===== src/rtl/tlhc_cfg.svh =====
// timing and field constants for the decoder pin controller
`ifndef TLHC_CFG_SVH
`define TLHC_CFG_SVH
`define TLHC_SEL_W 3
`define TLHC_OUT_N 8
`define TLHC_CLK_PERIOD_NS 20
// longest output delay after an input change, in ns
`define TLHC_TPD_NS 26
`define TLHC_SETTLE_CYC ((`TLHC_TPD_NS + `TLHC_CLK_PERIOD_NS - 1) / `TLHC_CLK_PERIOD_NS)
`define TLHC_SETTLE_W 4
`endif


===== src/rtl/tlhc_pkg.sv =====
// types for the decoder pin controller
package tlhc_pkg;
  typedef enum logic [1:0] {ST_IDLE, ST_DRIVE, ST_SETTLE, ST_SAMPLE} tlhc_state_t;
endpackage


===== src/rtl/tlhc_ctrl.sv =====
// controller driving a 3-to-8 line decoder through its pins
`timescale 1ns/100ps
`default_nettype none
`include "tlhc_cfg.svh"
module tlhc_ctrl (
  // clock and reset
  input wire logic REF_CLK,
  input wire logic SRST,
  // user request
  input wire logic REQ_VALID,
  output logic REQ_READY,
  input wire logic [`TLHC_SEL_W-1:0] REQ_SEL,
  input wire logic REQ_DATA,
  input wire logic REQ_DEMUX,
  // result
  output logic RSP_VALID,
  output logic [`TLHC_OUT_N-1:0] RSP_LINES,
  output logic RSP_OK,
  // decoder pins
  output logic SELECT_BIT_0,
  output logic SELECT_BIT_1,
  output logic SELECT_BIT_2,
  output logic ENABLE_HIGH_TRUE,
  output logic ENABLE_LOW_TRUE_A_N,
  output logic ENABLE_LOW_TRUE_B_N,
  input wire logic [`TLHC_OUT_N-1:0] DECODED_OUT
);
  import tlhc_pkg::*;
  // ****************************************
  // input synchronisers
  // ****************************************
  logic [`TLHC_OUT_N-1:0] lines_sync;
  genvar gi;
  generate
    for (gi = 0; gi < `TLHC_OUT_N; gi++) begin : g_sync
      tlhc_sync u_sync (
        .clk(REF_CLK),
        .rst(SRST),
        .pin_in(DECODED_OUT[gi]),
        .sync_out(lines_sync[gi])
      );
    end
  endgenerate
  // ****************************************
  // sequencer
  // ****************************************
  tlhc_state_t state_ff, nxt_state;
  logic [`TLHC_SEL_W-1:0] sel_ff, nxt_sel;
  logic en_ff, nxt_en;
  logic [`TLHC_SETTLE_W-1:0] cnt_ff, nxt_cnt;
  logic [`TLHC_OUT_N-1:0] lines_ff, nxt_lines;
  logic ok_ff, nxt_ok;
  logic valid_ff, nxt_valid;
  logic [`TLHC_OUT_N-1:0] expect_lines;
  // settle spans tpd plus the two synchroniser stages
  localparam logic [`TLHC_SETTLE_W-1:0] SETTLE_CNT = `TLHC_SETTLE_W'(`TLHC_SETTLE_CYC + 2);
  // taking edge to response edge: drive, settle count, sample, register
  localparam int RSP_LAT = int'(SETTLE_CNT) + 3;

  // expected decode: only the indexed line low while enabled, all lines high otherwise
  always_comb begin
    expect_lines = '1;
    if (en_ff) begin
      expect_lines[sel_ff] = 1'b0;
    end
  end

  always_comb begin
    nxt_state = state_ff;
    nxt_sel = sel_ff;
    nxt_en = en_ff;
    nxt_cnt = cnt_ff;
    nxt_lines = lines_ff;
    nxt_ok = ok_ff;
    nxt_valid = 1'b0;
    case (state_ff)
      ST_IDLE: begin
        if (REQ_VALID) begin
          nxt_sel = REQ_SEL;
          // demux mode gates enable with data
          nxt_en = REQ_DEMUX ? REQ_DATA : 1'b1;
          nxt_state = ST_DRIVE;
        end
      end
      ST_DRIVE: begin
        nxt_cnt = SETTLE_CNT;
        nxt_state = ST_SETTLE;
      end
      ST_SETTLE: begin
        nxt_cnt = cnt_ff - `TLHC_SETTLE_W'(1);
        if (cnt_ff == `TLHC_SETTLE_W'(1)) begin
          nxt_state = ST_SAMPLE;
        end
      end
      ST_SAMPLE: begin
        nxt_lines = lines_sync;
        // exactly one line per code while enabled
        nxt_ok = (lines_sync == expect_lines);
        nxt_valid = 1'b1;
        nxt_state = ST_IDLE;
      end
      default: begin
        nxt_state = ST_IDLE;
      end
    endcase
  end

  always_ff @(posedge REF_CLK) begin
    if (SRST) begin
      state_ff <= ST_IDLE;
      sel_ff <= '0;
      en_ff <= 1'b0;
      cnt_ff <= '0;
      lines_ff <= '1;
      ok_ff <= 1'b0;
      valid_ff <= 1'b0;
    end else begin
      state_ff <= nxt_state;
      sel_ff <= nxt_sel;
      en_ff <= nxt_en;
      cnt_ff <= nxt_cnt;
      lines_ff <= nxt_lines;
      ok_ff <= nxt_ok;
      valid_ff <= nxt_valid;
    end
  end
  // ****************************************
  // cascade bank qualification
  // ****************************************
  // single decoder: the upper address bits always equal this bank's index
  localparam logic [1:0] BANK_IDX = 2'h0;
  logic [1:0] upper_bits;
  logic bank_hi;
  logic bank_lo_a_n;
  logic bank_lo_b_n;
  assign upper_bits = BANK_IDX;
  always_comb begin
    bank_hi = 1'b1;
    bank_lo_a_n = 1'b0;
    bank_lo_b_n = 1'b0;
    case (BANK_IDX)
      2'h0: begin
        bank_lo_a_n = upper_bits[0];
        bank_lo_b_n = upper_bits[1];
      end
      2'h1: begin
        bank_hi = upper_bits[0];
        bank_lo_a_n = upper_bits[1];
      end
      2'h2: begin
        bank_hi = upper_bits[1];
        bank_lo_a_n = upper_bits[0];
      end
      default: begin
        // the one inverter a 32-line cascade needs
        bank_hi = upper_bits[0];
        bank_lo_a_n = ~upper_bits[1];
      end
    endcase
  end
  // ****************************************
  // pin and result drive
  // ****************************************
  // pins always at a valid level from reset
  assign SELECT_BIT_0 = sel_ff[0];
  assign SELECT_BIT_1 = sel_ff[1];
  assign SELECT_BIT_2 = sel_ff[2];
  // only the high-true enable carries data, low-true ones qualify the bank
  assign ENABLE_HIGH_TRUE = en_ff & bank_hi;
  assign ENABLE_LOW_TRUE_A_N = bank_lo_a_n;
  assign ENABLE_LOW_TRUE_B_N = bank_lo_b_n;
  assign REQ_READY = (state_ff == ST_IDLE);
  assign RSP_VALID = valid_ff;
  assign RSP_LINES = lines_ff;
  assign RSP_OK = ok_ff;
  // ****************************************
  // checks
  // ****************************************
  // pins held mid-request
  pins_stable_a: assert property (@(posedge REF_CLK) disable iff (SRST)
    (state_ff != ST_IDLE && $past(state_ff) != ST_IDLE) |-> $stable({sel_ff, en_ff}))
    else $error("decoder pins moved during a request");
  resp_timing_a: assert property (@(posedge REF_CLK) disable iff (SRST)
    (REQ_VALID && REQ_READY) |-> ##RSP_LAT RSP_VALID)
    else $error("response not at the fixed settle time");
  disabled_high_a: assert property (@(posedge REF_CLK) disable iff (SRST)
    (state_ff == ST_SAMPLE && !en_ff) |=> (RSP_OK == (RSP_LINES == 8'hFF)))
    else $error("disabled check does not expect all lines high");
  ok_onehot_a: assert property (@(posedge REF_CLK) disable iff (SRST)
    (RSP_VALID && RSP_OK && en_ff) |-> (RSP_LINES == ~(8'h01 << sel_ff)))
    else $error("accepted lines are not the indexed one low");
  demux_enable_a: assert property (@(posedge REF_CLK) disable iff (SRST)
    (REQ_VALID && REQ_READY && REQ_DEMUX) |=> (ENABLE_HIGH_TRUE == $past(REQ_DATA)))
    else $error("demux data not on enable");
  decode_enable_a: assert property (@(posedge REF_CLK) disable iff (SRST)
    (REQ_VALID && REQ_READY && !REQ_DEMUX) |=> ENABLE_HIGH_TRUE)
    else $error("plain decode left the decoder disabled");
  sel_capture_a: assert property (@(posedge REF_CLK) disable iff (SRST)
    (REQ_VALID && REQ_READY) |=> ({SELECT_BIT_2, SELECT_BIT_1, SELECT_BIT_0} == $past(REQ_SEL)))
    else $error("select pins do not follow request");
  // own bank keeps low-true enables on
  bank_enable_a: assert property (@(posedge REF_CLK) disable iff (SRST)
    !ENABLE_LOW_TRUE_A_N && !ENABLE_LOW_TRUE_B_N)
    else $error("low-true enables not asserted for the own bank");
  ready_low_a: assert property (@(posedge REF_CLK) disable iff (SRST)
    (REQ_VALID && REQ_READY) |=> !REQ_READY [*3])
    else $error("ready returned too early");
  valid_pulse_a: assert property (@(posedge REF_CLK) disable iff (SRST)
    RSP_VALID |=> !RSP_VALID)
    else $error("response valid longer than one cycle");
  // result holds until the next response
  result_hold_a: assert property (@(posedge REF_CLK) disable iff (SRST)
    !RSP_VALID |-> $stable({RSP_LINES, RSP_OK}))
    else $error("result changed without a response");
  cov_ok_c: cover property (@(posedge REF_CLK) disable iff (SRST) RSP_VALID && RSP_OK && en_ff);
  cov_off_c: cover property (@(posedge REF_CLK) disable iff (SRST) RSP_VALID && !en_ff);
  cov_bad_c: cover property (@(posedge REF_CLK) disable iff (SRST) RSP_VALID && !RSP_OK);
  cov_b2b_c: cover property (@(posedge REF_CLK) disable iff (SRST) RSP_VALID && REQ_VALID && REQ_READY);
endmodule
`default_nettype wire


===== src/rtl/tlhc_sync.sv =====
// two-flop synchroniser for one pin input
`timescale 1ns/100ps
`default_nettype none
module tlhc_sync (
  // clock and reset
  input wire logic clk,
  input wire logic rst,
  // pin and synchronised level
  input wire logic pin_in,
  output logic sync_out
);
  logic meta_ff;
  logic sync_ff;
  always_ff @(posedge clk) begin
    if (rst) begin
      meta_ff <= 1'b1;
      sync_ff <= 1'b1;
    end else begin
      meta_ff <= pin_in;
      sync_ff <= meta_ff;
    end
  end
  assign sync_out = sync_ff;
endmodule
`default_nettype wire


===== config.mk =====
export PLATFORM = sky130hd
export DESIGN_NAME = tlhc_ctrl
export DESIGN_NICKNAME = d
export VERILOG_FILES = /design/src/rtl/tlhc_pkg.sv /design/src/rtl/tlhc_ctrl.sv /design/src/rtl/tlhc_sync.sv
export VERILOG_INCLUDE_DIRS = /design/src /design/src/rtl
export SDC_FILE = /design/constraint.sdc
export NUM_CORES = 1
export LEC_CHECK = 0
export ABC_AREA = 1
export BUFFER_PORTS_ARGS = -buffer_cell sky130_fd_sc_hd__buf_2
export CAP_MARGIN = 5
export CORE_MARGIN = 5
export CORE_UTILIZATION = 55
export CTS_BUF_LIST = sky130_fd_sc_hd__clkbuf_4
export DETAILED_ROUTE_END_ITERATION = 6
export PLACE_DENSITY = 0.8
export RECOVER_POWER = 25
export SETUP_SLACK_MARGIN = 0.15
export SYNTH_ARGS = -nofsm -noshare
export SYNTH_HDL_FRONTEND = slang
export SYNTH_SLANG_ARGS = --single-unit

===== constraint.sdc =====
create_clock -name REF_CLK -period 2.9 [get_ports REF_CLK]
set_clock_uncertainty 0.05 [all_clocks]
set_input_delay 0.58 -clock REF_CLK [delete_from_list [all_inputs] [get_ports REF_CLK]]
set_output_delay 0.58 -clock REF_CLK [all_outputs]
set_load 0.02 [all_outputs]

### After elaboration in Yosys (flattened, before gate mapping)

Index checks and enable logic that the tools add are counted.

| storage, ports and cells | value |
|---|---|
| memories | 0 |
| input port bits | 16 |
| bits in read-only memories | 0 |
| latch bits | 0 |
| logic and storage cells | 48 |
| output and inout bits | 17 |
| RAM bits | 0 |
| register bits after elaboration | 36 |

| operators by class | value |
|---|---|
| multiplexer cells | 9 |
| shift-type cells | 0 |
| divide/modulo/power cells | 0 |
| reductions and logical operators | 5 |
| equality and inequality tests | 7 |
| multiply operators | 0 |
| bitwise gates (word level) | 1 |
| magnitude comparators | 2 |
| $add $sub $neg | 1 |

Operator list:

| cell | number |
|---|---|
| equality test 8 bit | 1 |
| two-way mux 8 bit | 1 |
| inverter 8 bit | 1 |
| one-hot mux 2 bit (4 select lines) | 1 |
| one-hot mux 4 bit (2 select lines) | 1 |
| equality test 2 bit (second input constant) | 2 |
| equality test 4 x 1 -> 1 bit (second input constant) | 1 |
| < comparator 3 x 4 -> 1 bit (second input constant) | 1 |
| two-way mux 2 bit | 2 |
| != test 2 bit (second input constant) | 2 |
| AND reduction 2 bit | 2 |
| subtractor 4 x 1 -> 4 bit (second input constant) | 1 |
| demux 1 bit (select 3 bit) | 1 |
| greater-or-equal comparator 3 x 1 -> 1 bit (second input constant) | 1 |
| two-way mux 1 bit | 3 |
| equality test 2 x 1 -> 1 bit (second input constant) | 1 |
| zero test 2 bit | 1 |
| nonzero test 2 bit | 1 |
| logical AND 1 bit | 1 |

### Logic depth before layout (Yosys ltp)

| logic depth | value |
|---|---|
| depth in word-level cells | 7 |
| gate-level depth with buffers | 10 |
| mapped depth without buffers | 10 |

### Modules after synthesis

Synthesis repeated with hierarchy kept, for this count alone.

| second synthesis, totals | value |
|---|---|
| cells, all modules | 199 |
| area, all modules | 1507.7 um^2 |

Modules (own cells, without submodules):

| module | area an instance (um^2) | sequential area each (um^2) | times used | cells each |
|---|---|---|---|---|
| tlhc_ctrl | 1037.2 | 400.4 | 1 | 143 |
| tlhc_sync | 58.8 | 40.0 | 8 | 7 |

### Worst setup path after synthesis

OpenSTA, ideal clock, no wires.

| timing | value |
|---|---|
| path kind | register -> register |
| from | register state_ff[0] |
| to | register state_ff[0] |
| slack | 1.488 ns |
| library setup time | 0.116 ns |
| data required time | 2.734 ns |
| period minus slack after synthesis | 1.412 ns |
| data arrival time | 1.245 ns |
| path buffers | 0 |
| cell stages (with the launch flop) | 8 |
| path through | dfxtp_1 inv_1 ha_1 nand2_1 a31oi_1 nand2_1 o211ai_1 inv_1 |

| on the way | value |
|---|---|
| longest elaborated chain between the ends | 3 |
| elaborated cells on any way between the ends | 8 |
| those cells by class | eq/ne (5); mux (1); reduce/logical (2) |

RTL lines:

| element | line | RTL |
|---|---|---|
| start: declaration | tlhc_ctrl.sv:47 | `tlhc_state_t state_ff, nxt_state;` |
| start signal: assignment | tlhc_ctrl.sv:118 | `state_ff <= nxt_state;` |
| zero test 2 bit (*) | n/a |  |
| named net REQ_READY | tlhc_ctrl.sv:11 | `output logic REQ_READY,` |
| != test 2 bit (no line) | n/a |  |
| AND reduction 2 bit (no line) | n/a |  |

Mark *: on every way through the listed nets, which the timed path passes. The rest lies on a longest branch.
A chain may end at the register's enable or synchronous reset.

### Worst setup path in the final report

| timing | value |
|---|---|
| from | register state_ff[0] |
| to | output port REQ_READY |

| on the way | value |
|---|---|
| longest elaborated chain between the ends | 1 |

RTL lines:

| element | line | RTL |
|---|---|---|
| zero test 2 bit | tlhc_ctrl.sv:172 | `assign REQ_READY = (state_ff == ST_IDLE);` |
| end: declaration | tlhc_ctrl.sv:11 |  |

Every way passes these cells.

==> results by group <==
Run status
  – Status: finished clean

Floorplanning
  – Die area: roughly 3800 um2
  – Row cnt: 18
  – Core Area: roughly 2500 um2
  – Initial Util: ~58%
  – Num ports: 33
  – DIE HEIGHT: around 62 um
  – Chip width: between 60 and 70 um

Hold path
  – Min-delay src: g_sync[1].u_sync.meta_ff
  – Hold WC Path Type: reg -> reg

STA
  – Slew @ Worst Pin: 0.555 ns
  – Final Hold Vio Count: 0
  – Final slew viol count: 0
  – Fmax: between 500 and 600 MHz
  – Final worst path period share: between 60% and 70%
  – Total Neg Setup Slack: 0 ns
  – Rel. slew slack: around 63%
  – RSZ-0062 raised after global routing: no
  – Final setup fails: 0
  – Min Tclk post-route: roughly 1.8 ns

CTS
  – CTS Buffer Depth: 2
  – Hold-fix buffers, CTS: 0
  – Worst-Skew Late Latency: 0.33 ns
  – Root buf cell: clkbuf_4
  – CTS tree: yes
  – Clock transition at the registers of the reported paths: about 0.10 ns
  – # resized after CTS: 0
  – Clock sinks: 36
  – Post-CTS Setup Inserts: 0
  – CTS Buf Count: 5
  – Htree depth: 2

Critical path
  – Worst Path Required: between 2 and 2.5 ns
  – R2R Path Start: state_ff[1]
  – Crit-path cells: inv_1 -> ha_1 -> buf_2
  – CP max stage delay: 0.33 ns
  – Crit path launch type: register
  – Crit path max fanout: 5
  – CP Class: reg -> out
  – Setup crit end kind: output port
  – Critical-path top delay cell: dfxtp_1
  – Family with the most delay on the worst path: flip-flops
  – CP Launch Point: state_ff[0]
  – Register-to-register setup slack: roughly 1.5 ns
  – Critical Path AT: 1.21 ns
  – CP Buf/Inv Count: 2

Global routing
  – Wire length of the first global-routing pass: between 4000 and 5000 um
  – Gr usage total: approximately 17%
  – Grt total ovfl: 0
  – Largest net degree at the start of global routing: 21
  – Initial antenna violation count: 0
  – Vias in the first global route: 1112

Drt
  – Routed WL per cell: 11.0 um
  – Drt via density: roughly 4.8
  – DR DRC count: 0
  – First DRT Iteration DRCs: just over 50
  – Initial DRT Pass Iterations: 4
  – Via count: between 1000 and 1500
  – Routed Wire Length: roughly 2700 um
  – Antenna Violating Nets Remaining: 0

Synthesis
  – Synth warn: 0
  – Sequential share of the synthesized area: 49.4%
  – Cells after Synth: 180
  – Post-synth top flop: dfxtp_1
  – Synthesized area per cell: between 8 and 9 um2
  – Yosys reg bits: 36
  – Post-synthesis cell type count: 25
  – Post-synth ARST share: 0%
  – EDFF count, synth: 0
  – Cell Area, Synth: between 1000 and 1500 um2

Placement
  – Final GP Congestion: just over 0.8
  – DP HPWL: 2060 um
  – Port bufs: 30
  – Cell Area, Placed: roughly 1600 um2

Finish
  – Design area: roughly 1700 um2
  – Layout area overhead: 14.8%
  – Sequential cell area: 721 um2
  – Filler cell count: around 210
  – Area of the multi-input gates: around 620 um2
  – # diodes: 0
  – Layout cells sized above 1: approximately 27%
  – Layout Nets: around 230

Power and ir drop
  – Power per cell area: about 850 nW/um2
  – Pleak: around 0.85 nW
  – Maximum VDD drop: about 0.63 mV

Job
  – Max cap viols: 0
report_power, final:
part	internal [W]	switching (W)	leakage (nW)
sequential	0.000583	0.0000605	0.297
combinational	0.000185	0.000328	0.525
clock	0.000102	0.000157	0.0293
synthesized netlist by cell type (2+ instances only):
library cell  count  area [um2]
a21oi_1          10        50.1
buf_4             2        15.0
clkbuf_1          3        11.3
dfxtp_1          36         721
ha_1              6        75.1
inv_1            20        75.1
inv_2             2        7.51
nand2_1          36         135
nand3_1           8        40.0
nor2_1           11        41.3
nor2_2            2        12.5
nor3_1            2        10.0
o211ai_1          8        60.1
o21ai_0           4        20.0
o21ai_1           3        15.0
or2_2            17         106
xor2_1            2        17.5
per-stage QoR:
stage / util (%) / worst slack (ns) / total power [W] / std cells / hold WS [ns]
global placement: 64.8 / 1.25 / 0.00114 / 235 / 0.345
CTS: 67.0 / 1.05 / 0.00142 / 243 / 0.359
global route: 67.0 / 0.985 / 0.00154 / 243 / 0.356
detailed placement: 64.8 / 1.20 / 0.00117 / 235 / 0.350
finish: 67.0 / 1.06 / 0.00142 / 243 / 0.368
floorplan: - / 1.49 / 0.00104 / 181 / 0.339
final cells by class:
| class | count | area share [%] |
|---|---|---|
| sequential | 36 | 43.0 |
| tap | 30 | 2.24 |
| clock inverter | 2 | 0.673 |
| timing repair buffer | 30 | 8.89 |
| inverter | 23 | 5.16 |
| multi-input combinational | 116 | 37.3 |
| clock buffer | 6 | 2.69 |
placed cells by master, fill, tap and decap left out:
cell,netlist,layout
a211oi_1,1,1
a21oi_1,10,10
a31oi_1,1,1
buf_2,1,29
clkbuf_1,3,1
clkbuf_4,0,6
clkinv_1,1,2
clkinvlp_4,0,1
conb_1,1,2
dfxtp_1,36,36
ha_1,6,6
inv_1,20,20
inv_2,2,2
nand2_1,36,36
nand2_2,1,1
nand3_1,8,8
nand4_1,1,1
nor2_1,11,11
nor2_2,2,2
nor3_1,2,2
o211ai_1,8,8
o21ai_0,4,4
o21ai_1,3,3
o21bai_1,1,1
or2_2,17,17
xor2_1,2,2
routing by layer:
| layer | up-vias | track usage (%) | routed length (um) |
|---|---|---|---|
| li1 | 626 | - | - |
| met1 | 512 | 18.6 | 1180 |
| met2 | 37 | 29.6 | 1280 |
| met3 | 2 | 7.13 | 217 |
| met4 | 0 | 6.36 | 9 |
| met5 | - | 0 | 0 |
sequential cells by signal, indices dropped and copies added (netlist names):
name and count:
ENABLE_HIGH_TRUE 1, RSP_LINES 8, RSP_OK 1, RSP_VALID 1, cnt_ff 4, g_sync.u_sync.meta_ff 8, g_sync.u_sync.sync_out 8, sel_ff 3
state_ff 2
logic make-up (layout without fill, tap and decap cells):
logic type,count (synthesis),after routing,synth area share (%)
AO/OA/AOI/OAI,28,28,11.4
flip-flops,36,36,49.4
XOR/XNOR,2,2,1.20
other,1,2,0.257
AND/OR/NAND/NOR,78,78,24.5
adder cells (fa/ha/maj),6,6,5.15
buffers and inverters,29,61,8.06
worst register-to-register path, delay by kind of cell (launching register included):
family / cells / cell delay, ns
simple gates: 2 / 0.30
compound gates: 2 / 0.19
buf+inv: 1 / 0.09
fa+ha+maj: 1 / 0.38
flops: 1 / 0.38
path summary, 6_finish.rpt:
path | end | depth (start not counted)
hold reg to reg | g_sync[1].u_sync.sync_out | 1
hold / removal | g_sync[1].u_sync.sync_out | 1
setup reg to reg | cnt_ff[3] | 6
setup / recovery | REQ_READY | 3
(Power assumes the default switching activity.)
